===== src/rtl/port_mux_pkg.sv =====
`default_nettype none
package port_mux_pkg;

  localparam int unsigned PORT_W   = 8;
  localparam int unsigned ADDR_W   = 4;
  localparam int unsigned DATA_W   = 32;

  ////////////////////////////////////////////////////////////////////////////
  // register byte offsets
  localparam logic [ADDR_W-1:0] DIR_OFS   = 4'h0;
  localparam logic [ADDR_W-1:0] LATCH_OFS = 4'h4;
  localparam logic [ADDR_W-1:0] PIN_OFS   = 4'h8;
  localparam logic [ADDR_W-1:0] CTRL_OFS  = 4'hC;

  // control register field
  localparam int unsigned CTRL_PUD_BIT = 0;

  ////////////////////////////////////////////////////////////////////////////
  // values after reset
  localparam logic [PORT_W-1:0] DIR_RST   = 8'h00;
  localparam logic [PORT_W-1:0] LATCH_RST = 8'h00;
  localparam logic              PUD_RST   = 1'b0;
  localparam logic [PORT_W-1:0] SYNC_RST  = 8'h00;
  localparam logic [DATA_W-1:0] RDATA_RST = 32'h0000_0000;

  ////////////////////////////////////////////////////////////////////////////
  // pins with fixed alternate functions
  localparam int unsigned REF_BIT  = 3;
  localparam int unsigned IRQ1_BIT = 2;
  localparam int unsigned SCLK_BIT = 2;
  localparam int unsigned CAP_BIT  = 4;

  // pull-up on only for {dir, latch, pud} equal to this pattern
  localparam logic [2:0] PULLUP_PATTERN = 3'b010;

  typedef struct packed {
    logic [PORT_W-1:0] dir;
    logic [PORT_W-1:0] latch;
    logic              global_pullup_disable;
    logic [PORT_W-1:0] sync1;
    logic [PORT_W-1:0] sync2;
    logic              ack;
    logic [DATA_W-1:0] rdata;
  } state_t;

endpackage : port_mux_pkg
`default_nettype wire


===== src/rtl/port_pin_override_mux.sv =====
`default_nettype none
// Behaviour
// - pull-up override enable selects override value only
// - otherwise pull-up on for pattern 010
// - direction override enable selects driver from value
// - otherwise driver enable follows direction bit
// - value override drives override value when driving
// - otherwise driven level equals output latch
// - toggle override inverts stored output latch
// - input-enable override value gates input buffer
// - otherwise input enabled unless sleep clamps
// - alternate input tapped before port synchronizer
// - reference pin: pull-up and driver forced off
// - port bit n feeds pin change source n
// - bit 2 feeds irq one and serial clock
// - bit 4 feeds timer0 capture input
// - direction bit one output, zero input
// - writing one to input bit toggles latch
// - sleep clamps non-overridden inputs to ground
module port_pin_override_mux (
  // clock and reset
  input  wire logic                                clk,
  input  wire logic                                rst_n,
  // avalon-mm slave
  input  wire logic [port_mux_pkg::ADDR_W-1:0]     avs_address,
  input  wire logic                                avs_read,
  input  wire logic                                avs_write,
  input  wire logic [port_mux_pkg::DATA_W-1:0]     avs_writedata,
  input  wire logic [3:0]                          avs_byteenable,
  output logic      [port_mux_pkg::DATA_W-1:0]     avs_readdata,
  output logic                                     avs_waitrequest,
  // overrides from alternate-function modules
  input  wire logic [port_mux_pkg::PORT_W-1:0]     pullup_override_en,
  input  wire logic [port_mux_pkg::PORT_W-1:0]     pullup_override_val,
  input  wire logic [port_mux_pkg::PORT_W-1:0]     dir_override_en,
  input  wire logic [port_mux_pkg::PORT_W-1:0]     dir_override_val,
  input  wire logic [port_mux_pkg::PORT_W-1:0]     value_override_en,
  input  wire logic [port_mux_pkg::PORT_W-1:0]     value_override_val,
  input  wire logic [port_mux_pkg::PORT_W-1:0]     toggle_override_en,
  input  wire logic [port_mux_pkg::PORT_W-1:0]     input_enable_override_en,
  input  wire logic [port_mux_pkg::PORT_W-1:0]     input_enable_override_val,
  // system state
  input  wire logic                                sleep_clamp,
  input  wire logic                                ext_analog_reference,
  // pads
  input  wire logic [port_mux_pkg::PORT_W-1:0]     pad_in,
  output logic      [port_mux_pkg::PORT_W-1:0]     pad_out,
  output logic      [port_mux_pkg::PORT_W-1:0]     pad_oe_n,
  output logic      [port_mux_pkg::PORT_W-1:0]     pad_pullup_en,
  // alternate-function inputs
  output logic      [port_mux_pkg::PORT_W-1:0]     alt_raw_digital_in,
  output logic      [port_mux_pkg::PORT_W-1:0]     pin_change_src,
  output logic                                     ext_irq_one,
  output logic                                     serial_iface_clock,
  output logic                                     timer0_capture_in
);
  import port_mux_pkg::*;

  state_t s_q;
  state_t s_d;

  logic              req;
  logic              take;
  logic              lane0;
  logic [PORT_W-1:0] wbyte;
  logic [PORT_W-1:0] digital_in;

  ////////////////////////////////////////////////////////////////////////////
  // per-pin override muxes, all combinational
  for (genvar i = 0; i < PORT_W; i++) begin : g_pin
    logic ref_force;
    logic pu_sw;
    logic pu_sel;
    logic oe_sel;
    logic die;

    // only the reference pin can be seized by the converter
    assign ref_force = (i == REF_BIT) ? ext_analog_reference : 1'b0;

    assign pu_sw  = ({s_q.dir[i], s_q.latch[i], s_q.global_pullup_disable} == PULLUP_PATTERN);
    assign pu_sel = pullup_override_en[i] ? pullup_override_val[i] : pu_sw;
    assign pad_pullup_en[i] = pu_sel & ~ref_force;

    // direction bit one drives, zero leaves the pad as input
    assign oe_sel = dir_override_en[i] ? dir_override_val[i] : s_q.dir[i];
    assign pad_oe_n[i] = ~(oe_sel & ~ref_force);

    assign pad_out[i] = value_override_en[i] ? value_override_val[i] : s_q.latch[i];

    // clamp to ground while asleep keeps floating pads from burning current
    assign die = input_enable_override_en[i] ? input_enable_override_val[i] : ~sleep_clamp;
    assign digital_in[i] = pad_in[i] & die;
  end

  ////////////////////////////////////////////////////////////////////////////
  // raw input to peripherals skips the synchronizer; they resync it
  assign alt_raw_digital_in = digital_in;
  assign pin_change_src     = digital_in;
  assign ext_irq_one        = digital_in[IRQ1_BIT];
  assign serial_iface_clock = digital_in[SCLK_BIT];
  assign timer0_capture_in  = digital_in[CAP_BIT];

  ////////////////////////////////////////////////////////////////////////////
  // bus: one wait cycle, write and read data at the second edge
  assign req             = avs_read | avs_write;
  assign take            = req & s_q.ack;
  assign avs_waitrequest = req & ~s_q.ack;
  assign avs_readdata    = s_q.rdata;
  assign lane0           = avs_byteenable[0];
  assign wbyte           = avs_writedata[PORT_W-1:0];

  always_comb begin
    logic [PORT_W-1:0] latch_base;
    logic [PORT_W-1:0] sw_toggle;
    latch_base = s_q.latch;
    sw_toggle  = '0;
    s_d        = s_q;

    // first stage feeds only the second
    s_d.sync1 = digital_in;
    s_d.sync2 = s_q.sync1;

    s_d.ack = req & ~s_q.ack;

    if (req && !s_q.ack && avs_read) begin
      case (avs_address)
        DIR_OFS:   s_d.rdata = {24'h00_0000, s_q.dir};
        LATCH_OFS: s_d.rdata = {24'h00_0000, s_q.latch};
        PIN_OFS:   s_d.rdata = {24'h00_0000, s_q.sync2};
        CTRL_OFS:  s_d.rdata = {31'h0000_0000, s_q.global_pullup_disable};
        default:   s_d.rdata = RDATA_RST;
      endcase
    end

    if (take && avs_write && lane0) begin
      case (avs_address)
        DIR_OFS:   s_d.dir   = wbyte;
        LATCH_OFS: latch_base = wbyte;
        PIN_OFS:   sw_toggle  = wbyte;
        CTRL_OFS:  s_d.global_pullup_disable   = avs_writedata[CTRL_PUD_BIT];
        default:   s_d.global_pullup_disable   = s_q.global_pullup_disable;
      endcase
    end

    // both toggles stack on whatever software wrote this cycle
    s_d.latch = latch_base ^ sw_toggle ^ toggle_override_en;
  end

  always_ff @(posedge clk or negedge rst_n) begin
    if (!rst_n) begin
      s_q.dir   <= DIR_RST;
      s_q.latch <= LATCH_RST;
      s_q.global_pullup_disable   <= PUD_RST;
      s_q.sync1 <= SYNC_RST;
      s_q.sync2 <= SYNC_RST;
      s_q.ack   <= 1'b0;
      s_q.rdata <= RDATA_RST;
    end else begin
      s_q <= s_d;
    end
  end

endmodule : port_pin_override_mux
`default_nettype wire


===== config.mk =====
export PLATFORM = sky130hd
export DESIGN_NAME = port_pin_override_mux
export DESIGN_NICKNAME = d
export VERILOG_FILES = /design/src/rtl/port_mux_pkg.sv /design/src/rtl/port_pin_override_mux.sv
export SDC_FILE = /design/constraint.sdc
export NUM_CORES = 1
export LEC_CHECK = 0
export ABC_CLOCK_PERIOD_IN_PS = 1840
export BUFFER_PORTS_ARGS = -buffer_cell sky130_fd_sc_hd__buf_2
export CORE_AREA = 4 4 89 91
export DETAILED_ROUTE_END_ITERATION = 6
export DIE_AREA = 0 0 93 95
export PLACE_DENSITY_LB_ADDON = 0.15
export SYNTH_ARGS = -nofsm -noshare
export SYNTH_HDL_FRONTEND = slang
export SYNTH_SLANG_ARGS = --single-unit

===== constraint.sdc =====
create_clock -name clk -period 1.84 [get_ports clk]
set_clock_uncertainty 0.15 [all_clocks]
set_input_delay 0.184 -clock clk [delete_from_list [all_inputs] [get_ports clk]]
set_output_delay 0.184 -clock clk [all_outputs]
set_load 0.01 [all_outputs]

== Word-level counts from Yosys, hierarchy flattened ==
Index checks and enable logic that the tools add are counted.
W data, S select, Z words.

* Flip-flop bits (word level): 66
* Bits of input ports: 126
* Output and inout bits: 76
* Logic and storage cells: 89

* Eq/ne operators: 11
* Multiplexer cells: 37
* Bitwise gates (word level): 26
* Reduce and logical (&&, ||, !) cells: 8

{| class="wikitable"
|+ Operators by type and width
! operator !! number
|-
| $mux W1 || 32
|-
| $mux W8 || 4
|-
| $pmux W8 S4 || 1
|-
| $eq A3 B2 Y1 const B || 8
|-
| $xor A8 B8 Y8 || 2
|-
| $and A1 B1 Y1 || 12
|-
| $not A1 Y1 || 11
|-
| $eq A4 B4 Y1 const B || 2
|-
| $eq A4 B3 Y1 const B || 1
|-
| $logic_and A1 B1 Y1 || 4
|-
| $logic_not A4 Y1 || 1
|-
| $reduce_and A2 Y1 || 2
|-
| $logic_not A1 Y1 || 1
|-
| $or A1 B1 Y1 || 1
|}

== Depth between registers and ports, before layout ==
Gate-level depths: netlist (run 1).

* Depth after elaboration: 7
* Depth in mapped cells: 6
* Mapped depth without buffers: 4

== Least setup slack after synthesis (run 1) ==
OpenSTA, ideal clock, no wires.

* Path type: reg-to-reg
* Start: reg s_q[32] (netlist bit)
* End: reg s_q[50] (netlist bit)
* Setup time: 0.128 ns
* Arrival: 1.253 ns
* Required time: 1.562 ns
* Setup slack: 0.309 ns
* Cell stages (with the launch flop): 6
* Path buffers: 1
* Clock period less this slack: 1.531 ns
* Path through: dfrtp_1 -> buf_2 -> nand4b_2 -> o311ai_1 -> a21oi_1 -> xor2_1

{| class="wikitable"
|+ RTL lines
! element !! line !! RTL
|-
| start, declared || port_pin_override_mux.sv:59 || <nowiki>state_t s_q;</nowiki>
|}

== Worst setup path after layout (run 1) ==
* Start: reg s_q[32] (netlist bit)
* End: reg s_q[60] (netlist bit)

* Longest elaborated chain between the ends: 4

{| class="wikitable"
|+ RTL lines
! element !! line !! RTL
|-
| $and A1 B1 Y1 || port_pin_override_mux.sv:106 || <nowiki>assign take = req & s_q.ack;</nowiki>
|-
| $logic_and A1 B1 Y1 (2 in a row) || port_pin_override_mux.sv:135 || <nowiki>if (take && avs_write && lane0) begin</nowiki>
|-
| $reduce_and A2 Y1 (no line) || n/a ||
|}

No other way between the ends.
A chain may end at the register's enable or synchronous reset.

==> metrics.md, run 1 <==
| Metric | Value |
|---|---|
| Status | `finished clean` |
| CTS buffer count | `5` |
| YS warnings | `0` |
| Power per cell area | `777 mW/mm²` |
| Count of maximum capacitance violations | `0` |
| Setup repair after global routing missed its margin | `false` |
| First-pass GRT wire length | `11900 µm` |
| Tightest slew margin relative to the limit | `0.666` |
| Static leakage | `1.94 nW` |
| Final-report max-slew violation count | `0` |
| Number of diodes added for antenna fixing | `0` |
| Number of design-rule violations left by the first detailed-router iteration | `94` |
| Wire length after detailed routing | `between 7000 and 8000 µm` |
| Layout net count | `569` |
| Class of the most critical setup path | `reg2reg` |
| Worst slack at placement | `approximately 0.0023 ns` |
| Post-layout instance count excluding filler cells | `543` |
| Final non-filler cell area | `0.00370 mm²` |
| Antenna-violating nets left | `0` |
| Kind of start point of the critical path | `register` |
| Synth-to-layout area growth | `26.8%` |
| Cell with the largest stage delay on the worst path | `dfrtp_1` |
| R2R Setup Slk | `roughly 0.17 ns` |
| Die Width | `93 µm` |
| Number of cells on the worst reg-to-reg path | `3` |
| Number of top-level pins | `202` |
| Hpwl dp | `5820 µm` |
| Fillers | `709` |
| Maximum fanout along the worst path | `10` |
| Reg clk slew, reported paths | `0.08 ns` |
| Die Area | `0.00884 mm²` |
| Final setup slack of the worst path | `between 0.15 and 0.2 ns` |
| Worst Tran Pin Value | `0.499 ns` |
| H-tree Lvls | `2` |
| Critical path's top delay family | `simple AND/OR/NAND/NOR gates` |
| Maximum resistive drop on vdd | `roughly 0.00032 V` |
| Total power | `2.88 mW` |
| WP data required | `about 1.9 ns` |
| R2r endpoint | `s_q[60]` |
| Worst-path cell chain | `and3_2 -> nand3_2 -> mux2_2` |
| Final setup violating endpoints | `0` |
| Post-layout util | `0.519` |
| Top achievable clock speed | `0.597 GHz` |
| Origin of the critical flop-to-flop path | `s_q[32]` |
| Layout cell share with drive strength beyond 1 | `0.432` |
| Residual DRC | `0` |
| Cell area after synthesis | `slightly below 0.003 mm²` |
| Fraction of synthesized cell area taken by the top area cell type | `0.360` |
| Final Cycle Share | `0.910` |
| Fin crit period | `1.67 ns` |
| Number of library cell types mapped by synthesis | `38` |
| Via count of the routed design | `2606` |
| Placement Cell Area | `0.00345 mm²` |
| Number of global-route vias before repair | `about 2.6k` |
| Die outline height | `95 µm` |
| Endpoint of the worst hold-timing path | `s_d[33]` |
| Cell Rows | `31` |
| Initial core utilization | `0.409` |
| Cell count after synthesis | `roughly 310` |
| Worst path max stage delay | `0.42 ns` |
| WL per Instance | `14.0 µm` |
| Cell accounting for the most synthesized area | `dfrtp_1` |
| Pin count of the biggest net entering global routing | `25` |
| Clock tree from TritonCTS | `built` |
| Area of the multi-input gates | `0.00144 mm²` |
| Count of buffers from port buffering | `150` |
| Number of cells on the critical path | `3` |
| Clock Root Buffer | `clkbuf_8` |
| Number of antenna violations at the first check in global routing | `0` |
| Hold path startpoint | `pad_in[0]` |
| Global Route Usage Sum | `0.169` |
| Cell types occupying the most area after synthesis | `dfrtp_1, buf_4, mux2_2` |
| Final TNS setup | `0 ns` |
| Last weighted congestion value of the routability-driven placer | `0.806` |
| Clock insertion delay at the later pin of the skew report | `between 0.2 and 0.3 ns` |
| Sequential standard cell area | `0.00105 mm²` |
| Grt ovf | `0` |
| Placeable core region | `about 0.007 mm²` |
| Buffers & Inverters on Critical Path | `0` |
| Post-Syn Area per Cell | `9.39 µm²` |
| Number of cells on the worst hold path | `2` |
| Cell count after placement | `between 500 and 600` |
| Via density | `approximately 4.8` |
| Worst EP arrival | `1.71 ns` |
| Worst hold-check slack | `approximately 0.013 ns` |
| Seq cells post-synth | `42` |
| Largest buffer count on any clock path | `2` |
| Type of element capturing the critical path | `register` |
| Total number of clock tree sinks | `42` |
| Hold violation total from the final report | `0` |
| Number of detailed-routing iterations run before antenna repair | `4` |
| Class of the tightest hold or removal check | `in2reg` |
| Share of the yosys chip area belonging to registers | `0.360` |
## cells in the mapped netlist, drive strengths merged
master,count
or2,2
a31oi,1
o311ai,8
nand4,1
and4b,1
a21oi,9
nor2,20
and2,9
inv,1
nand3,1
and3,1
a311o,1
conb,1
a211o,6
a41oi,7
a22o,8
clkbuf,4
o21ai,23
mux4,1
nand4b,1
mux2i,15
dfrtp,42
nor2b,1
nand2b,9
o21bai,1
mux2,16
a41o,1
buf,67
xor2,8
nor4b,7
nand2,38
## sequential cells by signal, indices dropped and copies added, names as in the netlist
name and flops:
s_d 8, avs_readdata 8, s_q 26
## area by class of cell
cell class,count,share of cell area
Inverter,1,0.00101
Clock buffer,6,0.0196
Multi-Input combinational cell,220,0.390
Sequential cell,42,0.284
Clock inverter,2,0.0101
Timing Repair Buffer,173,0.262
Tap cell,99,0.0334
## kinds of logic after synthesis
logic type,count (synthesis),synth area share
AO/OA/AOI/OAI,65,0.158
other,1,0.00128
multiplexers,32,0.121
flip-flops,42,0.360
XOR/XNOR,8,0.0240
AND/OR/NAND/NOR,91,0.158
buffers and inverters,72,0.178
## how the worst max path moves through the flow
stage          startpoint                to
2_1_floorplan     s_q[32]           s_q[50]
3_3_place_gp      s_q[32]           s_q[59]
3_5_place_dp      s_q[32]           s_q[61]
4_1_cts           s_q[49]  pad_pullup_en[3]
5_1_grt           s_q[49]  pad_pullup_en[0]
6_report          s_q[32]           s_q[60]
## layout by cell type (no fill, tap or decap), types with 7 or more instances in the layout
cell / instances
and2_1: 9
buf_4: 8
mux2_2: 16
a41oi_1: 7
nand2b_1: 9
a22o_1: 8
xor2_1: 8
dfrtp_1: 41
a21oi_1: 9
o21ai_0: 23
conb_1: 24
nor2_1: 19
mux2i_1: 15
dlygate4sd3_1: 14
nand2_1: 38
buf_2: 150
## worst register-to-register path, stage by stage, from the launching register on
cell	delay [ns]
dfrtp_1	0.42
and3_2	0.35
nand3_2	0.30
mux2_2	0.36
## power breakdown
group          leakage [nW]  switching, mW  internal (mW)
sequential            0.543          0.168           1.05
clock                0.0514          0.322          0.405
combinational          1.34          0.461          0.478
total                  1.94          0.952           1.93
## routing by layer
metal,vias up,part of all wire,global-route usage
met5,-,0,0
met4,0,0.022,0.0720
met3,10,0.080,0.0295
met2,125,0.51,0.300
met1,1191,0.39,0.200
li1,1280,-,-
## repair_timing
item,CTS,global route
setup buffers,0,0
endpoints found under the hold margin,31,0
hold buffers,14,0
resized for setup,1,2
setup endpoints to repair,4,2
Power figures use the tool's default switching activity.
==> run 2: changes to the inputs <==
- CORE_AREA: 4 4 89 91 -> 2 2 86 88
- CTS_BUF_LIST: not set -> sky130_fd_sc_hd__clkbuf_4
- DIE_AREA: 0 0 93 95 -> 0 0 88 90
==> run 2 against run 1 <==
Final area rose by 2.5%. Final cell count rose by 2.4%. Via count rose by 3.4%. Critical endpoint is now s_q[62]. Highest routed layer unchanged.
==> metrics.md, run 2 (synthesis results as in run 1) <==
| Metric | Value |
|---|---|
| Number of flip-flops under the largest register name | `26 (unchanged)` |
| Type of element capturing the critical path | `register (unchanged)` |
| R2R Setup Slk | `0.11 ns (was 0.17 ns)` |
| Cell Rows | `31 (unchanged)` |
| Worst setup path end | `s_q[62] (was s_q[60])` |
| Die outline height | `90 µm (was 95 µm)` |
| Total number of clock tree sinks | `42 (unchanged)` |
| Kind of start point of the critical path | `register (unchanged)` |
| Cell count after placement | `521 (unchanged)` |
| Relative contribution of sequential cells to total power | `0.458 (was 0.421)` |
| Number of cells on the worst reg-to-reg path | `3 (unchanged)` |
| Setup repair after global routing missed its margin | `true (was false)` |
| Top achievable clock speed | `0.578 GHz (was 0.597 GHz)` |
| Total power | `2.65 mW (was 2.88 mW)` |
| Origin of the critical flop-to-flop path | `s_q[32] (unchanged)` |
| First-pass GRT wire length | `11500 µm (was 11900 µm)` |
| Startpoint of the most critical setup path | `s_q[32] (unchanged)` |
| Via count of the routed design | `2695 (was 2606)` |
| Worst path max stage delay | `0.44 ns (was 0.42 ns)` |
| R2r endpoint | `s_q[62] (was s_q[60])` |
| Clock Root Buffer | `clkbuf_4 (was clkbuf_8)` |
| Largest buffer count on any clock path | `2 (unchanged)` |
| Leading cell type in the layout, fill and taps excluded | `buf_2 (unchanged)` |
| Maximum fanout along the worst path | `10 (unchanged)` |
| Count of buffers from port buffering | `150 (unchanged)` |
| Area of the multi-input gates | `0.00144 mm² (unchanged)` |
| Die Width | `88 µm (was 93 µm)` |
| Final-report max-slew violation count | `0 (unchanged)` |
| Wire length after detailed routing | `7170 µm (was 7630 µm)` |
| Antenna-violating nets left | `0 (unchanged)` |
| Global routing usage on met1 | `0.228 (was 0.200)` |
| Clock network fraction of total power | `0.181 (was 0.253)` |
| Initial core utilization | `0.416 (was 0.409)` |
| Layout cell share with drive strength beyond 1 | `0.422 (was 0.432)` |
| Post-CTS Setup Repair Bufs | `0 (unchanged)` |
| Met3 usage | `0.0257 (was 0.0295)` |
| CTS buffer count | `5 (unchanged)` |
| Residual DRC | `0 (unchanged)` |
| Post-layout util | `0.541 (was 0.519)` |
| Status | `finished clean (unchanged)` |
| Worst EP arrival | `1.83 ns (was 1.71 ns)` |
| Static leakage | `1.97 nW (was 1.94 nW)` |
| Layout net count | `582 (was 569)` |
| Count of maximum capacitance violations | `0 (unchanged)` |
| Number of detailed-routing iterations run before antenna repair | `4 (unchanged)` |
| Commonest cells after routing, fill and taps aside | `buf_2, dfrtp_1, nand2_1 (unchanged)` |
| Post-layout instance count excluding filler cells | `556 (was 543)` |
| Power per cell area | `697 mW/mm² (was 777 mW/mm²)` |
| Global Route Usage Sum | `0.182 (was 0.169)` |
| Via density | `4.85 (was 4.80)` |
| Number of global-route vias before repair | `2454 (was 2550)` |
| Largest Register | `s_q (unchanged)` |
| Cell with the largest stage delay on the worst path | `dfrtp_1 (unchanged)` |
| Class of the most critical setup path | `reg2reg (unchanged)` |
| Number of diodes added for antenna fixing | `0 (unchanged)` |
| Sequential standard cell area | `0.00105 mm² (unchanged)` |
| Clock insertion delay at the later pin of the skew report | `0.35 ns (was 0.29 ns)` |
| Fillers | `669 (was 709)` |
| Worst hold-check slack | `0.0200 ns (was 0.0135 ns)` |
| Last weighted congestion value of the routability-driven placer | `0.807 (was 0.806)` |
| Combinational fraction of design power | `0.361 (was 0.326)` |
| Pin count of the biggest net entering global routing | `26 (was 25)` |
| Met2 layer usage reported by global route | `0.314 (was 0.300)` |
| Fin crit period | `1.73 ns (was 1.67 ns)` |
| Clock tree from TritonCTS | `built (unchanged)` |
| Switching component of the power | `0.953 mW (was 0.952 mW)` |
| Class of the tightest hold or removal check | `in2reg (unchanged)` |
| Maximum resistive drop on vdd | `0.000290 V (was 0.000321 V)` |
| WP data required | `1.94 ns (was 1.87 ns)` |
| Most Used Layer, Global Route | `met2 (unchanged)` |
| Number of design-rule violations left by the first detailed-router iteration | `103 (was 94)` |
| Grt ovf | `0 (unchanged)` |
| Number of antenna violations at the first check in global routing | `0 (unchanged)` |
| Internal power component | `1.70 mW (was 1.93 mW)` |
| Placeable core region | `0.00702 mm² (was 0.00714 mm²)` |
| Final Cycle Share | `0.940 (was 0.910)` |
| Hpwl dp | `5260 µm (was 5820 µm)` |
| Worst-path cell chain | `and3_2 -> nand3_2 -> mux2_2 (unchanged)` |
| Final setup violating endpoints | `0 (unchanged)` |
| H-tree Lvls | `2 (unchanged)` |
| Switching power share of the total | `0.360 (was 0.331)` |
| Number of top-level pins | `202 (unchanged)` |
| WL per Instance | `12.9 µm (was 14.0 µm)` |
| Hold violation total from the final report | `0 (unchanged)` |
| Synth-to-layout area growth | `30.0% (was 26.8%)` |
| Reg clk slew, reported paths | `0.14 ns (was 0.08 ns)` |
| Die Area | `0.00792 mm² (was 0.00884 mm²)` |
run 2: cell count changes in the layout (fill, tap and decap cells not counted), sizes merged:
cell	change
clkinvlp	+1
inv	+1
bufinv	-1
dlygate4sd3	+13
clkbuf	-1
run 2: metal layers:
metal | routed length [µm] | vias to the layer above
met1 | 3050 | 1265
met2 | 3610 | 115
met4 | 136 | 0
met5 | 0 | -
li1 | - | 1305
met3 | 384 | 10
run 2: layout make-up:
| cell class | count | area share |
|---|---|---|
| Tap cell | 99 | 0.0326 |
| Multi-Input combinational cell | 220 | 0.380 |
| Timing Repair Buffer | 186 | 0.293 |
| Clock buffer | 5 | 0.00988 |
| Inverter | 1 | 0.000988 |
| Clock inverter | 3 | 0.00626 |
| Sequential cell | 42 | 0.277 |
run 2: power groups by stage:
stage / clock (mW) / sequential, mW / combinational [mW]
final: 0.480 / 1.21 / 0.956
after global routing: 0.549 / 1.24 / 1.07
after CTS: 0.511 / 1.22 / 0.964
after detailed placement: 0 / 1.23 / 0.912
after global placement: 0 / 1.22 / 0.901
after floorplan: 0 / 1.16 / 0.708
run 2: stage by stage:
step                      area, µm²  setup slack, ns  TNS, ns
after detailed placement       3460           0.0119        0
final                          3800            0.111        0
after global routing           3800          -0.0366  -0.0366
after floorplan                3010            0.309        0
after global placement         3460           0.0197        0
after CTS                      3800           0.0269        0
run 2: how the worst min path moves through the flow:
stage / start / end / slack [ns] / depth (start not counted)
floorplan: rst_n / avs_readdata[0] / -0.26 / 0
global placement: rst_n / s_d[40] / 0.02 / 1
detailed placement: rst_n / s_d[40] / 0.02 / 1
CTS: input_enable_override_en[1] / s_d[34] / 0.005 / 3
global route: input_enable_override_en[1] / s_d[34] / 0.007 / 3
finish: input_enable_override_en[7] / s_d[40] / 0.02 / 3
run 2: worst max-delay path, delay by kind of cell, from the launching register on:
| kind | cells | cell delay (ns) |
|---|---|---|
| flops | 1 | 0.44 |
| mux | 1 | 0.36 |
| simple gates | 2 | 0.67 |
run 2: timing repair:
item / CTS / global route
hold endpoints to repair: 68 / 0
pin swaps: 0 / 1
setup endpoints to repair: 8 / 3
hold buffers: 27 / 0
gates resized for setup: 3 / 1
gates cloned: 0 / 0
==> run 3: changes to the inputs <==
- CORE_AREA: 2 2 86 88 -> 2 2 92 116
- DIE_AREA: 0 0 88 90 -> 0 0 94 118
==> run 3 against run 2 <==
Sequential cell count stayed put. Maximum frequency is 1.5% lower. Wire length is 13% higher. Clock-buffer cell count stayed put. Final area is 1.8% higher. Register-to-register slack better by 0.03 ns. Critical path type is now reg2out.
==> metrics.md, run 3 (synthesis results as in run 1) <==
| Metric | Value |
|---|---|
| CTS buffer count | `5 (unchanged)` |
| Total number of clock tree sinks | `42 (unchanged)` |
| Final-report max-slew violation count | `0 (unchanged)` |
| Cell count after placement | `551 (was 521)` |
| Worst-path cell chain | `buf_4 -> nor2_1 -> nand2_1 -> o21ai_1 -> buf_2 (was and3_2 -> nand3_2 -> mux2_2)` |
| Residual DRC | `0 (unchanged)` |
| Number of detailed-routing iterations run before antenna repair | `4 (unchanged)` |
| H-tree Lvls | `2 (unchanged)` |
| Count of maximum capacitance violations | `0 (unchanged)` |
| Placement Cell Area | `0.00348 mm² (was 0.00346 mm²)` |
| Via count of the routed design | `2712 (was 2695)` |
| Class of the tightest hold or removal check | `in2reg (unchanged)` |
| Grt ovf | `0 (unchanged)` |
| Sequential standard cell area | `0.00105 mm² (unchanged)` |
| Maximum fanout along the worst path | `5 (was 10)` |
| Fillers | `1064 (was 669)` |
| Area of the multi-input gates | `0.00144 mm² (unchanged)` |
| Synth-to-layout area growth | `32.3% (was 30.0%)` |
| Worst Tran Pin Value | `between 0.5 and 0.6 ns` |
| Placeable core region | `0.0100 mm² (was 0.00702 mm²)` |
| WP data required | `1.51 ns (was 1.94 ns)` |
| Clock Root Buffer | `clkbuf_4 (unchanged)` |
| Cell Rows | `41 (was 31)` |
| Critical path's top delay family | `flip-flops (was simple AND/OR/NAND/NOR gates)` |
| Hold violation total from the final report | `0 (unchanged)` |
| Last weighted congestion value of the routability-driven placer | `0.786 (was 0.807)` |
| Number of top-level pins | `202 (unchanged)` |
| Setup repair after global routing missed its margin | `true (unchanged)` |
| Via density | `4.59 (was 4.85)` |
| Kind of start point of the critical path | `register (unchanged)` |
| Antenna-violating nets left | `0 (unchanged)` |
| Fin crit period | `1.75 ns (was 1.73 ns)` |
| Final setup slack of the worst path | `0.0854 ns (was 0.111 ns)` |
| Largest Register | `s_q (unchanged)` |
| Die outline height | `118 µm (was 90 µm)` |
| Class of the most critical setup path | `reg2out (was reg2reg)` |
| Clock insertion delay at the later pin of the skew report | `0.37 ns (was 0.35 ns)` |
| Initial core utilization | `0.292 (was 0.416)` |
| Clock tree from TritonCTS | `built (unchanged)` |
| Number of design-rule violations left by the first detailed-router iteration | `80 (was 103)` |
| Final non-filler cell area | `0.00387 mm² (was 0.00380 mm²)` |
| Type of element capturing the critical path | `output port (was register)` |
| Global Route Usage Sum | `0.143 (was 0.182)` |
| Buffers & Inverters on Critical Path | `2 (was 0)` |
| Tightest slew margin relative to the limit | `0.660` |
| Commonest cells after routing, fill and taps aside | `buf_2, dfrtp_1, nand2_1 (unchanged)` |
| Final Cycle Share | `0.954 (was 0.940)` |
| Cell with the largest stage delay on the worst path | `dfrtp_2 (was dfrtp_1)` |
| Worst path max stage delay | `0.49 ns (was 0.44 ns)` |
| Post-layout instance count excluding filler cells | `591 (was 556)` |
| WL per Instance | `13.7 µm (was 12.9 µm)` |
| Die Area | `0.0111 mm² (was 0.00792 mm²)` |
| Pin count of the biggest net entering global routing | `27 (was 26)` |
| First-pass GRT wire length | `12600 µm (was 11500 µm)` |
| Leading cell type in the layout, fill and taps excluded | `buf_2 (unchanged)` |
| Static leakage | `1.99 nW (was 1.97 nW)` |
| Reg clk slew, reported paths | `0.14 ns (about the same)` |
| Power per cell area | `703 mW/mm² (was 697 mW/mm²)` |
| Worst EP arrival | `1.42 ns (was 1.83 ns)` |
| Hpwl dp | `5980 µm (was 5260 µm)` |
| Count of buffers from port buffering | `150 (unchanged)` |
| Post-layout util | `0.386 (was 0.541)` |
| Top achievable clock speed | `0.570 GHz (was 0.578 GHz)` |
| Largest buffer count on any clock path | `2 (unchanged)` |
| Number of flip-flops under the largest register name | `26 (unchanged)` |
| Total power | `2.72 mW (was 2.65 mW)` |
| Wire length after detailed routing | `8120 µm (was 7170 µm)` |
| Number of antenna violations at the first check in global routing | `1 (was 0)` |
| Layout net count | `586 (was 582)` |
| Final TNS setup | `0 ns (unchanged)` |
| Die Width | `94 µm (was 88 µm)` |
| Final setup violating endpoints | `0 (unchanged)` |
| Number of global-route vias before repair | `2575 (was 2454)` |
| Worst hold-check slack | `0.0155 ns (was 0.0200 ns)` |
| Layout cell share with drive strength beyond 1 | `0.423 (was 0.422)` |
| Worst slack at placement | `-0.0327 ns (was 0.0119 ns)` |
| Maximum resistive drop on vdd | `0.000240 V (was 0.000290 V)` |
| Status | `finished clean (unchanged)` |
[run 3: changes by cell type in the layout (fill, tap and decap cells not counted)]
cell | before | now
buf_12 | 2 | 1
buf_4 | 7 | 9
buf_6 | 0 | 1
clkinv_4 | 0 | 1
clkinvlp_4 | 2 | 1
diode_2 | 0 | 1
dlygate4sd3_1 | 27 | 29
o21ai_0 | 22 | 18
o21ai_1 | 1 | 5
[run 3: layer usage]
layer  GRT usage  part of all wire
met4      0.0589             0.020
met2       0.254              0.52
met3      0.0224             0.058
met1       0.169              0.40
met5           0                 0
[run 3: what timing repair did]
item,in CTS,in global routing
resized for setup,3,7
setup buffers,0,2
hold buffers,28,1
setup endpoints to repair,11,3
gates cloned,0,0
hold endpoints to repair,68,1
[run 3: path summary, 6_finish.rpt]
| path | start | to | slack (ns) | cells past startpoint |
|---|---|---|---|---|
| min in group asynchronous | rst_n | s_q[60] | 0.14 | 2 |
| setup / recovery | s_q[49] | pad_pullup_en[1] | 0.09 | 5 |
| hold / removal | input_enable_override_en[5] | s_d[38] | 0.02 | 3 |
| max in group asynchronous | rst_n | s_q[49] | 0.90 | 3 |
| hold reg to reg | s_d[37] | s_q[37] | 0.22 | 0 |
| setup reg to reg | s_q[32] | s_q[64] | 0.14 | 3 |
[run 3: report_power, final]
group	switching [mW]	total, mW	internal (mW)
clock	0.355	0.511	0.156
combinational	0.481	0.991	0.510
sequential	0.170	1.21	1.04
total	1.01	2.72	1.71
[run 3: cell type report]
class                   count  area share
well taps                 129      0.0417
flip-flops and latches     42       0.272
repair buffers            190       0.295
multi-input cells         220       0.373
clock buffers               5     0.00971
diodes                      1    0.000647
inverters                   1    0.000971
clock inverters             3     0.00647
[run 3: worst register-to-register path, cell delays in order (launching register included)]
cell and delay, ns:
dfrtp_1 0.43, and3_2 0.35, nand3_2 0.31, mux2_2 0.36
